==> config.mk <==
export PLATFORM = sky130hd
export DESIGN_NAME = coc_top
export DESIGN_NICKNAME = d
export VERILOG_FILES = /design/src/hdl/coc_pkg.sv /design/src/hdl/coc_filter.sv /design/src/hdl/coc_top.sv
export SDC_FILE = /design/constraint.sdc
export NUM_CORES = 1
export LEC_CHECK = 0
export ABC_AREA = 1
export BUFFER_PORTS_ARGS = -buffer_cell sky130_fd_sc_hd__buf_2
export CORE_MARGIN = 3
export CORE_UTILIZATION = 56
export DETAILED_ROUTE_END_ITERATION = 10
export PLACE_DENSITY_LB_ADDON = 0.15
export SKIP_CTS_REPAIR_TIMING = 1
export SLEW_MARGIN = 20
export SYNTH_ARGS = -nofsm -noshare
export SYNTH_HDL_FRONTEND = slang
export SYNTH_SLANG_ARGS = --single-unit
==> constraint.sdc <==
create_clock -name clk -period 0.8 [get_ports clk]
set_input_delay 0.12 -clock clk [delete_from_list [all_inputs] [get_ports clk]]
set_output_delay 0.12 -clock clk [all_outputs]
set_load 0.02 [all_outputs]
==> src/hdl/coc_pkg.sv <==
// shared constants, codes and carriers of the comparator conditioning block
package coc_pkg;
	// register port geometry
	localparam int unsigned CTRL_W = 16;
	localparam int unsigned DAC_W = 12;
	localparam int unsigned ADDR_W = 4;
	// register word addresses
	localparam logic [ADDR_W-1:0] ADDR_CTRL = 4'h0;
	localparam logic [ADDR_W-1:0] ADDR_DAC = 4'h1;
	// control field positions
	localparam int unsigned B_ENABLE = 15;
	localparam int unsigned B_IDLE_STOP = 13;
	localparam int unsigned B_HYS_HI = 12;
	localparam int unsigned B_HYS_LO = 11;
	localparam int unsigned B_FILT_EN = 10;
	localparam int unsigned B_FCLK_SEL = 9;
	localparam int unsigned B_REF_OE = 8;
	localparam int unsigned B_INPUT_SELECT_HI = 7;
	localparam int unsigned B_INPUT_SELECT_LO = 6;
	localparam int unsigned B_EXT_REF = 5;
	localparam int unsigned B_HYS_POL = 4;
	localparam int unsigned B_STATE = 3;
	localparam int unsigned B_ALT = 2;
	localparam int unsigned B_POL = 1;
	localparam int unsigned B_RANGE = 0;
	// reset values and writable bits (14 unused, 3 hardware owned)
	localparam logic [CTRL_W-1:0] CTRL_RESET = 16'h0000;
	localparam logic [CTRL_W-1:0] CTRL_WMASK = 16'hBFF7;
	localparam logic [DAC_W-1:0] DAC_RESET = 12'h000;
	localparam logic [CTRL_W-DAC_W-1:0] DAC_PAD = 4'h0;
	localparam logic [CTRL_W-1:0] RD_ZERO = 16'h0000;
	// timing counts, in ticks of the selected conditioning clock
	localparam int unsigned CNT_W = 2;
	localparam logic [CNT_W-1:0] STRETCH_TICKS = 2'h3;
	localparam logic [CNT_W-1:0] FILTER_SAMPLES = 2'h3;
	localparam logic [CNT_W-1:0] CNT_ZERO = 2'h0;
	localparam logic [CNT_W-1:0] CNT_ONE = 2'h1;
	// input mux selection towards the analog comparator
	typedef enum logic [2:0] {
		MUX_A, MUX_B, MUX_C, MUX_D, MUX_AMP1, MUX_AMP2, MUX_OFF
	} coc_mux_t;
	// reference source of the threshold converter
	typedef enum logic [1:0] {
		REF_INTERNAL, REF_SUPPLY, REF_EXTERNAL
	} coc_ref_t;
	// static controls for the analog comparator and converter
	typedef struct packed {
		logic power_en;
		coc_mux_t mux;
		coc_ref_t ref_src;
		logic [1:0] hyst_sel;
		logic hyst_pol;
		logic ref_pin_oe;
		logic [DAC_W-1:0] dac_code;
	} coc_analog_t;
	// consumers of the conditioned output
	typedef struct packed {
		logic irq;
		logic adc_trigger;
		logic current_limit;
		logic period_trunc;
		logic fault;
	} coc_event_t;
endpackage

==> src/hdl/coc_filter.sv <==
// debounce filter: a new level passes after a run of equal samples
module coc_filter (
	input wire logic clk,
	input wire logic rst_n,
	input wire logic clear,
	input wire logic tick,
	input wire logic in_lvl,
	output logic out_lvl
);
	import coc_pkg::*;

	logic [CNT_W-1:0] run_q; // samples seen that differ from output

	// count consecutive differing samples, restart on any match
	always_ff @(posedge clk) begin
		if (!rst_n || clear) begin
			run_q <= CNT_ZERO;
		end else if (in_lvl == out_lvl) begin
			run_q <= CNT_ZERO;
		end else if (tick) begin
			run_q <= (run_q == FILTER_SAMPLES - CNT_ONE) ? CNT_ZERO
				: run_q + CNT_ONE;
		end
	end

	// output moves only on the last sample of the run
	always_ff @(posedge clk) begin
		if (!rst_n || clear) begin
			out_lvl <= 1'b0;
		end else if (tick && in_lvl != out_lvl &&
			run_q == FILTER_SAMPLES - CNT_ONE) begin
			out_lvl <= in_lvl;
		end
	end
endmodule

==> src/hdl/coc_top.sv <==
// comparator control registers, stretcher, filter and output routing
//
// Implementation choices: the placing of the registers and strobed register access.
module coc_top (
	input wire logic clk,
	input wire logic rst_n,
	input wire logic [coc_pkg::ADDR_W-1:0] reg_addr,
	input wire logic [coc_pkg::CTRL_W-1:0] reg_wdata,
	input wire logic reg_we,
	input wire logic reg_re,
	output logic [coc_pkg::CTRL_W-1:0] reg_rdata,
	input wire logic comp_raw,
	input wire logic pwm_clk_pin,
	input wire logic device_idle,
	input wire logic device_sleep,
	input wire logic idle_stop_others,
	output logic idle_stop_request,
	output coc_pkg::coc_analog_t analog,
	output coc_pkg::coc_event_t events,
	output logic wake_request
);
	import coc_pkg::*;

	logic [CTRL_W-1:0] ctrl_q; // control word, software side
	logic [DAC_W-1:0] dac_q; // threshold code
	logic cap_q; // asynchronous event catcher
	logic s1_q; // first synchroniser stage
	logic s2_q; // second synchroniser stage
	logic s3_q; // third synchroniser stage
	logic seen_q; // accepted catcher level
	logic p1_q; // pwm clock, first stage
	logic p2_q; // pwm clock, second stage
	logic p3_q; // pwm clock, third stage
	logic pwm_lvl_q; // accepted pwm clock level
	logic [CNT_W-1:0] hold_q; // stretch ticks left
	logic cond_q; // conditioned output
	logic filt_out; // filter result
	logic raw_pol; // polarity-adjusted raw result
	logic pwm_rise; // accepted pwm clock rising edge
	logic tick; // selected conditioning clock tick
	logic seen_rise; // new event accepted this cycle
	logic stretched; // stretched level
	logic stop_now; // idle stop in force
	logic run; // block is operating
	logic sel_lvl; // filtered or bypassed level

	// operating conditions
	assign stop_now = device_idle && (ctrl_q[B_IDLE_STOP] ||
		idle_stop_others);
	assign run = ctrl_q[B_ENABLE] && !stop_now;

	// control register writes; hardware owned bits never take data
	always_ff @(posedge clk) begin
		if (!rst_n) begin
			ctrl_q <= CTRL_RESET;
		end else if (reg_we && reg_addr == ADDR_CTRL) begin
			ctrl_q <= reg_wdata & CTRL_WMASK;
		end
	end

	// threshold code, low twelve bits of the word
	always_ff @(posedge clk) begin
		if (!rst_n) begin
			dac_q <= DAC_RESET;
		end else if (reg_we && reg_addr == ADDR_DAC) begin
			dac_q <= reg_wdata[DAC_W-1:0];
		end
	end

	// read data one cycle after the strobe, zero elsewhere
	always_ff @(posedge clk) begin
		if (!rst_n) begin
			reg_rdata <= RD_ZERO;
		end else if (reg_re) begin
			unique case (reg_addr)
				ADDR_CTRL: begin
					reg_rdata <= ctrl_q;
					reg_rdata[B_STATE] <= cond_q;
				end
				ADDR_DAC: begin
					reg_rdata <= {DAC_PAD, dac_q};
				end
				default: begin
					reg_rdata <= RD_ZERO; // unmapped
				end
			endcase
		end else begin
			reg_rdata <= RD_ZERO;
		end
	end

	// polarity ahead of the catcher; gated off while disabled
	assign raw_pol = ctrl_q[B_ENABLE] &&
		(comp_raw ^ ctrl_q[B_POL]);

	// catcher: raw level sets it without a clock, so pulses far
	// shorter than a period survive; cleared once seen downstream
	always_ff @(posedge clk or posedge raw_pol) begin
		if (raw_pol) begin
			cap_q <= 1'b1;
		end else if (!rst_n) begin
			cap_q <= 1'b0;
		end else if (seen_q) begin
			cap_q <= 1'b0;
		end
	end

	// catcher is asynchronous to clk, so it is synchronised
	always_ff @(posedge clk) begin
		if (!rst_n) begin
			s1_q <= 1'b0;
			s2_q <= 1'b0;
			s3_q <= 1'b0;
		end else begin
			s1_q <= cap_q;
			s2_q <= s1_q;
			s3_q <= s2_q;
		end
	end

	// a change counts once the two late stages agree
	always_ff @(posedge clk) begin
		if (!rst_n) begin
			seen_q <= 1'b0;
		end else if (s2_q == s3_q) begin
			seen_q <= s2_q;
		end
	end
	assign seen_rise = (s2_q == s3_q) && s2_q && !seen_q;

	// pwm clock arrives as a pin, sampled like any other input
	always_ff @(posedge clk) begin
		if (!rst_n) begin
			p1_q <= 1'b0;
			p2_q <= 1'b0;
			p3_q <= 1'b0;
		end else begin
			p1_q <= pwm_clk_pin;
			p2_q <= p1_q;
			p3_q <= p2_q;
		end
	end

	// accepted pwm clock level
	always_ff @(posedge clk) begin
		if (!rst_n) begin
			pwm_lvl_q <= 1'b0;
		end else if (p2_q == p3_q) begin
			pwm_lvl_q <= p2_q;
		end
	end
	assign pwm_rise = (p2_q == p3_q) && p2_q && !pwm_lvl_q;

	// pwm ticks can never be closer than one system clock, so the
	// stretch still spans three system clocks in either mode
	assign tick = ctrl_q[B_FCLK_SEL] ? pwm_rise : 1'b1;

	// stretch: load on a new event, count down on ticks
	always_ff @(posedge clk) begin
		if (!rst_n || !run) begin
			hold_q <= CNT_ZERO;
		end else if (seen_rise) begin
			hold_q <= STRETCH_TICKS;
		end else if (tick && hold_q != CNT_ZERO) begin
			hold_q <= hold_q - CNT_ONE;
		end
	end
	assign stretched = run && (seen_q || hold_q != CNT_ZERO);

	// debounce filter on the same selected clock
	coc_filter u_filter (
		.clk(clk),
		.rst_n(rst_n),
		.clear(!run),
		.tick(tick),
		.in_lvl(stretched),
		.out_lvl(filt_out)
	);

	// filter in the path only while enabled
	assign sel_lvl = ctrl_q[B_FILT_EN] ? filt_out : stretched;

	// conditioned output, forced low when stopped
	always_ff @(posedge clk) begin
		if (!rst_n) begin
			cond_q <= 1'b0;
		end else begin
			cond_q <= run && sel_lvl;
		end
	end

	// consumers all fed at once: edge pulses and level paths
	always_ff @(posedge clk) begin
		if (!rst_n) begin
			events <= '0;
		end else begin
			events.irq <= run && sel_lvl && !cond_q;
			events.adc_trigger <= run && sel_lvl && !cond_q;
			events.current_limit <= run && sel_lvl;
			events.period_trunc <= run && sel_lvl;
			events.fault <= run && sel_lvl;
		end
	end

	// wake pulse on a new event while asleep or idle
	always_ff @(posedge clk) begin
		if (!rst_n) begin
			wake_request <= 1'b0;
		end else begin
			wake_request <= (device_sleep || device_idle) && run &&
				sel_lvl && !cond_q;
		end
	end

	// own stop request shared with the other instances
	always_ff @(posedge clk) begin
		if (!rst_n) begin
			idle_stop_request <= 1'b0;
		end else begin
			idle_stop_request <= ctrl_q[B_IDLE_STOP];
		end
	end

	// input mux; reserved alternate codes disconnect the input
	function automatic coc_mux_t mux_of(input logic alt,
		input logic [1:0] code);
		coc_mux_t m;
		m = MUX_OFF;
		if (!alt) begin
			unique case (code)
				2'h0: m = MUX_A;
				2'h1: m = MUX_B;
				2'h2: m = MUX_C;
				2'h3: m = MUX_D;
			endcase
		end else begin
			unique case (code)
				2'h0: m = MUX_AMP1;
				2'h1: m = MUX_AMP2;
				2'h2: m = MUX_OFF;
				2'h3: m = MUX_OFF;
			endcase
		end
		return m;
	endfunction

	// analog controls; powered down whenever the block stops
	always_ff @(posedge clk) begin
		if (!rst_n) begin
			analog.power_en <= 1'b0;
			analog.mux <= MUX_OFF;
			analog.ref_src <= REF_INTERNAL;
			analog.hyst_sel <= 2'h0;
			analog.hyst_pol <= 1'b0;
			analog.ref_pin_oe <= 1'b0;
			analog.dac_code <= DAC_RESET;
		end else begin
			analog.power_en <= run;
			analog.mux <= mux_of(ctrl_q[B_ALT],
				ctrl_q[B_INPUT_SELECT_HI:B_INPUT_SELECT_LO]);
			if (ctrl_q[B_EXT_REF]) begin
				analog.ref_src <= REF_EXTERNAL;
			end else if (ctrl_q[B_RANGE]) begin
				analog.ref_src <= REF_SUPPLY;
			end else begin
				analog.ref_src <= REF_INTERNAL;
			end
			analog.hyst_sel <= ctrl_q[B_HYS_HI:B_HYS_LO];
			analog.hyst_pol <= ctrl_q[B_HYS_POL];
			// one enabled pin per system is software's duty
			analog.ref_pin_oe <= ctrl_q[B_REF_OE];
			analog.dac_code <= dac_q;
		end
	end

	// checks on the conditioning path, analog controls and register access
	a_stretch_width: assert property (@(posedge clk)
		disable iff (!rst_n) $rose(stretched) |-> stretched [*3])
		else $error("stretched pulse shorter than three clocks");
	a_filter_bypass: assert property (@(posedge clk)
		disable iff (!rst_n) (run && !ctrl_q[B_FILT_EN])
		|=> cond_q == $past(stretched))
		else $error("bypassed output does not follow stretcher");
	a_filter_stable: assert property (@(posedge clk)
		disable iff (!rst_n) (ctrl_q[B_FILT_EN] && !ctrl_q[B_FCLK_SEL]
		&& $changed(filt_out) && run) |-> $past(stretched) == filt_out
		&& $past(stretched, 2) == filt_out
		&& $past(stretched, 3) == filt_out)
		else $error("filter passed a level held under three samples");
	a_disable_quiet: assert property (@(posedge clk)
		disable iff (!rst_n) !ctrl_q[B_ENABLE] |=> !cond_q &&
		!analog.power_en && !events.current_limit)
		else $error("disabled block still active");
	a_idle_stop: assert property (@(posedge clk)
		disable iff (!rst_n) (device_idle && idle_stop_others)
		|=> !analog.power_en && !cond_q)
		else $error("idle stop from another instance ignored");
	a_ref_pin: assert property (@(posedge clk)
		disable iff (!rst_n) 1'b1 |=>
		analog.ref_pin_oe == $past(ctrl_q[B_REF_OE]))
		else $error("reference pin enable does not follow bit 8");
	a_alt_reserved: assert property (@(posedge clk)
		disable iff (!rst_n) (ctrl_q[B_ALT] && ctrl_q[B_INPUT_SELECT_HI])
		|=> analog.mux == MUX_OFF)
		else $error("reserved alternate code selected an input");
	a_supply_ref: assert property (@(posedge clk)
		disable iff (!rst_n) (!ctrl_q[B_EXT_REF] && ctrl_q[B_RANGE])
		|=> analog.ref_src == REF_SUPPLY)
		else $error("range bit did not select analog supply");
	a_dac_write: assert property (@(posedge clk)
		disable iff (!rst_n) (reg_we && reg_addr == ADDR_DAC)
		|=> ##1 analog.dac_code == $past(reg_wdata[DAC_W-1:0], 2))
		else $error("threshold code not forwarded");
	a_consumers: assert property (@(posedge clk)
		disable iff (!rst_n) $rose(cond_q) |-> events.irq &&
		events.adc_trigger && events.fault ##1 !events.irq)
		else $error("consumers not driven together");
	a_status_read: assert property (@(posedge clk)
		disable iff (!rst_n) (reg_re && reg_addr == ADDR_CTRL)
		|=> reg_rdata[B_STATE] == $past(cond_q))
		else $error("status bit does not show conditioned output");

	// main scenarios
	c_filtered_event: cover property (@(posedge clk)
		disable iff (!rst_n) ctrl_q[B_FILT_EN] && $rose(cond_q));
	c_pwm_stretch: cover property (@(posedge clk)
		disable iff (!rst_n) ctrl_q[B_FCLK_SEL] && $fell(stretched));
	c_wake: cover property (@(posedge clk)
		disable iff (!rst_n) wake_request);
endmodule

## Yosys cells after proc, flatten, opt, wreduce, memory -nomap -nowiden

Index checks and enable logic that the tools add are counted.

- Word-level logic and storage cells: 90
- Bits of input ports: 29
- Flip-flop bits (word level): 82
- Output and inout bits: 45

- Reductions and logical operators: 36
- Bitwise operators: 2
- Eq/ne operators: 10
- Muxes and demuxes: 13
- Add/sub/neg operators: 2

Operator list:

| cell | number |
|---|---|
| $pmux W16 S2 | 1 |
| $logic_and A1 B1 Y1 | 18 |
| $pmux W3 S4 | 1 |
| $pmux W3 S3 | 1 |
| $mux W2 | 4 |
| $eq A2 B2 Y1 const B | 3 |
| $logic_not A1 Y1 | 6 |
| $reduce_or A2 Y1 | 3 |
| $mux W1 | 5 |
| $eq A4 B1 Y1 const B | 1 |
| $logic_not A4 Y1 | 1 |
| $logic_or A1 B1 Y1 | 4 |
| $reduce_bool A2 Y1 | 2 |
| $eq A1 B1 Y1 | 3 |
| $mux W3 | 1 |
| $add A2 B1 Y2 const B | 1 |
| $eq A2 B1 Y1 const B | 1 |
| $logic_not A2 Y1 | 1 |
| $ne A2 B1 Y1 const B | 1 |
| $reduce_and A2 Y1 | 1 |
| $sub A2 B1 Y2 const B | 1 |
| $ne A1 B1 Y1 | 1 |
| $not A1 Y1 | 1 |
| $xor A1 B1 Y1 | 1 |

## Logic depth before layout (Yosys ltp)

- Depth after elaboration: 8
- Depth in mapped cells: 9
- Depth with buffers taken out: 9

## By module

From an unflattened synthesis, not the netlist that was laid out.

- Cells, all modules: 375
- Area total of the unflattened synthesis: 3,056.7 um^2

By module, submodules not included:

| module | sequential area each (um^2) | instances | cells an instance | area an instance (um^2) |
|---|---|---|---|---|
| coc_top | 1,567.8 | 1 | 349 | 2,894.0 |
| coc_filter | 60.1 | 1 | 26 | 162.7 |

## Worst setup path before layout

Ideal clock, no wire load.

- Path kind: register to register
- Start point: reg hold_q[0]
- End point: reg events[3] (netlist name)
- Path buffers: 0
- Cell stages (with the launch flop): 10
- Path slack: -0.312 ns
- Data arrival time: 0.994 ns
- Required time: 0.682 ns
- Period minus slack after synthesis: 1.112 ns
- Setup time: 0.118 ns
- Cell sequence: dfxtp_1 inv_1 ha_1 inv_1 nor2_1 inv_1 nand3_1 nand2_1 nand2_1 nor2_1

- Longest elaborated chain between the ends: 6

RTL lines:

| what | line | text |
|---|---|---|
| from (decl) | coc_top.sv:35 | `logic [CNT_W-1:0] hold_q;` |
| from (signal assigned) | coc_top.sv:165 | `hold_q <= hold_q - CNT_ONE;` |
| $reduce_bool A2 Y1 | coc_top.sv:168 | `assign stretched = run && (seen_q \|\| hold_q != CNT_ZERO);` |
| $logic_or A1 B1 Y1 | coc_top.sv:168 |  |
| $logic_and A1 B1 Y1 | coc_top.sv:168 |  |
| $mux W1 | coc_top.sv:181 | `assign sel_lvl = ctrl_q[B_FILT_EN] ? filt_out : stretched;` |
| $logic_and A1 B1 Y1 (2 in a row) | coc_top.sv:198 | `events.adc_trigger <= run && sel_lvl && !cond_q;` |
| to (decl) | coc_top.sv:19 | `output coc_pkg::coc_event_t events,` |

Every way passes these cells.
A chain may end at the register's enable or synchronous reset.

## Final worst setup path

- Start point: reg hold_q[0]
- End point: reg wake_request

- Longest elaborated chain between the ends: 6

RTL lines:

| what | line | text |
|---|---|---|
| $reduce_bool A2 Y1 | coc_top.sv:168 |  |
| $logic_or A1 B1 Y1 | coc_top.sv:168 |  |
| $logic_and A1 B1 Y1 | coc_top.sv:168 |  |
| $mux W1 | coc_top.sv:181 |  |
| $logic_and A1 B1 Y1 | coc_top.sv:210 | `wake_request <= (device_sleep \|\| device_idle) && run &&` |
| $logic_and A1 B1 Y1 | coc_top.sv:211 | `sel_lvl && !cond_q;` |
| to (signal assigned) | coc_top.sv:210 |  |
| to (decl) | coc_top.sv:20 | `output logic wake_request` |

Every way passes these cells.

==> flow_summary_export.csv <==
group,metric,value,unit
synthesis,ys_ff_latch,81,
placed_design,hpwl,4319,um
sta,drv_slew,0,
synthesis,ys_types,26,
sta,setup_violations,55,
setup_path,path_class,"register to register",
cells_and_area,drive_above_1_share,41.89,%
hold_path,min_to,"dac_q[0]",
setup_path,cp.required,1.04,ns
synthesis,netlist_instances,373,
drt,wl_per_cell,14.81,um
pwr,ir_worst_vdd,1234,uV
setup_path,reg2reg_slack,-0.35,ns
setup_path,crit_path_end_kind,"register",
placed_design,placed_cell_area,0.003555,mm^2
global_routing,overflow,0,
job,cap_violations,0,
clocking,cts_tree,"done",
hold_path,worstHoldStart,"reg_wdata[0]",
drt,initialDrtViolationCount,129,
pwr,power.internal,6126,uW
outcome,status,"finished with violations",
sta,final-hold-violation-count,0,
drt,drtPass1Iterations,5,
clocking,cts_buffers,9,
cells_and_area,fin_area,0.004229,mm^2
clocking,cts.htree.levels,3,
setup_path,critPathSlowestCell,"dfxtp_2",
pwr,pwr_density_cell,1870,mW/mm^2
clocking,clock_sinks,81,
sta,fmax,866.7,MHz
clocking,clkTransAtPathRegs,0.08,ns
die,die-area,0.006120,mm^2
cells_and_area,area_growth_syn_to_layout,44.75,%
die,die_y,78.23,um
drt,post-route-drc-count,0,
cells_and_area,diodes,0,
clocking,clockBufferDepth,2,
synthesis,synth_fp_nets,405,
setup_path,path_cells,"inv_2, ha_4, inv_4, nor2_4, inv_2, nand3_2, nand2_1, nand2_2, nor2_1",
cells_and_area,final_common_cell,"nand2_1",
synthesis,syn_area,0.002922,mm^2
setup_path,cpPeakStageDelay,0.33,ns
setup_path,crit_top_cell,"inv_2",
sta,finalCritPeriodShare,144.2,%
pwr,clkPwrFrac,41.8,%
synthesis,yosys_warnings,0,
sta,grt_setup_unrepaired,"true",
global_routing,grt_pass1_wl,10740,um
die,ios,74,
global_routing,grtUsageTotal,22.44,%
die,die_x,78.23,um
drt,viasPerCell,5.033,
clocking,clockRootBuffer,"clkbuf_8",
setup_path,critPathBufInv,3,
setup_path,r2r-end,"wake_request",
drt,totalWireLength,8026,um
sta,skew,0.005919,ns
sta,layout_setup_ws,-0.3537,ns
hold_path,hp-class,"input port to register",
die,rows,25,
drt,num_vias,2728,
synthesis,syn_area_per_cell,7.833,um^2
pwr,seq_power_share,52.1,%
hold_path,min_path_cells,3,
sta,period_needed,1.154,ns
pwr,power_switching,1780,uW
pwr,finalPower,7906,uW
placed_design,finalWeightedCongestion,0.8301,
placed_design,post-place-ws,-0.2887,ns
setup_path,cp.arrival,1.40,ns
setup_path,cp-start-kind,"register",
pwr,switching_share,22.51,%
synthesis,ys_seq_area_share,55.72,%
drt,final_antenna_net_count,0,
setup_path,path_delay_family,"simple AND/OR/NAND/NOR gates",
setup_path,r2r_cells,9,
cells_and_area,mostFrequentLayoutCells,"nand2_1 (91), inv_1 (59), dfxtp_2 (46), buf_6 (46), nor2_1 (38)",
pwr,p_leak,0.002074,uW
global_routing,grt_max_degree,32,
outcome,failed_checks,"negative setup slack",
die,start_util,59.87,%
global_routing,grt_antenna_before_repair,0,
setup_path,r2r_start,"hold_q[0]",
clocking,insertion_delay,0.35,ns
setup_path,worst-path-stages,9,
setup_path,crit_path_max_fanout,4,
global_routing,grt_pass1_vias,2437,
placed_design,port_buffers,71,
cells_and_area,fin_nets,503,
pwr,comb_power_share,6.1,%
die,core-area,0.004880,mm^2
[layer usage]
layer  routed length [um]  global-route usage [%]  up-vias
met5                    0                       0        -
met4                  112                   9.965        0
met3                  455                   4.358       14
met2                 4306                   39.73      112
met1                 3152                   26.25     1296
li1                     -                       -     1306
[cell families (layout without fill, tap and decap cells)]
kind of cell | Yosys count | count (layout) | synth area share, %
other | 1 | 1 | 0.1284
flip-flops | 81 | 81 | 55.72
buffers and inverters | 84 | 185 | 12.46
adder cells (fa/ha/maj) | 3 | 3 | 1.285
AND/OR/NAND/NOR | 157 | 158 | 22.01
AO/OA/AOI/OAI | 47 | 47 | 8.394
[power by group through the flow]
stage / Combinational (uW) / Sequential, uW / Clock (uW)
finish: 480 / 4120 / 3310
floorplan: 184 / 4230 / 0
detailed placement: 415 / 4210 / 0
global placement: 409 / 4200 / 0
global route: 522 / 4120 / 3480
CTS: 420 / 4110 / 3290
[flip-flops by register name (all words and copies together), names as in the netlist, 2 cells and up]
name            cells
u_filter.run_q      2
hold_q              2
analog             22
dac_q              12
reg_rdata          15
ctrl_q             14
events              2
[per-stage QoR]
step	util (%)	TNS [ns]	cells	hold WS, ns
floorplan	-	-1.497	373	0.08316
global placement	72.85	-7.209	520	0.1944
detailed placement	72.85	-8.095	520	0.2198
CTS	77.31	-9.467	535	-0.1509
global route	86.67	-9.629	542	0.03102
finish	86.67	-8.060	542	0.01163
[layout make-up]
cell class	count	area, um^2
flip-flops and latches	81	1693
multi-input cells	209	1055
repair buffers	104	928.4
fillers	262	650.6
inverters	66	251.5
clock buffers	11	141.4
well taps	67	83.83
clock inverters	4	76.32
[worst max path at each step]
stage	end	slack [ns]	start
floorplan	wake_request	-0.21	hold_q[1]
global placement	u_filter.run_q[0]	-0.24	hold_q[1]
detailed placement	u_filter.run_q[0]	-0.29	hold_q[1]
CTS	u_filter.run_q[0]	-0.33	hold_q[0]
global route	wake_request	-0.41	hold_q[0]
finish	wake_request	-0.35	hold_q[0]
[worst reg2reg max path: cells and delay by family (launching register included)]
kind	cells	cell delay (ns)
DFF	1	0.33
and+or+nand+nor	5	0.38
buffers and inverters	3	0.19
adders and majority gates	1	0.14
[cell usage after synthesis]
| cell | count | area, um^2 |
|---|---|---|
| buf_2 | 8 | 40.04 |
| nand2_1 | 94 | 352.8 |
| clkinv_2 | 1 | 5.000 |
| o21ai_1 | 3 | 15.01 |
| o21ai_0 | 11 | 55.05 |
| buf_4 | 6 | 45.04 |
| a21oi_1 | 30 | 150.1 |
| dfxtp_1 | 80 | 1602 |
| nor3_2 | 1 | 10.01 |
| conb_1 | 1 | 3.750 |
| clkbuf_1 | 2 | 7.510 |
| nor3_1 | 4 | 20.02 |
| a21oi_2 | 2 | 17.52 |
| inv_2 | 1 | 3.750 |
| ha_1 | 3 | 37.54 |
| buf_6 | 2 | 22.52 |
| nor2_1 | 40 | 150.1 |
| nor2_4 | 1 | 11.26 |
| o21bai_1 | 1 | 7.510 |
| nand4_1 | 1 | 6.260 |
| nand3_1 | 12 | 60.06 |
| nand2_2 | 1 | 6.260 |
| nand3_2 | 2 | 20.02 |
| dfstp_2 | 1 | 26.28 |
| inv_1 | 64 | 240.2 |
| nor2_2 | 1 | 6.260 |
No activity file was read; power rests on OpenSTA's default activity.
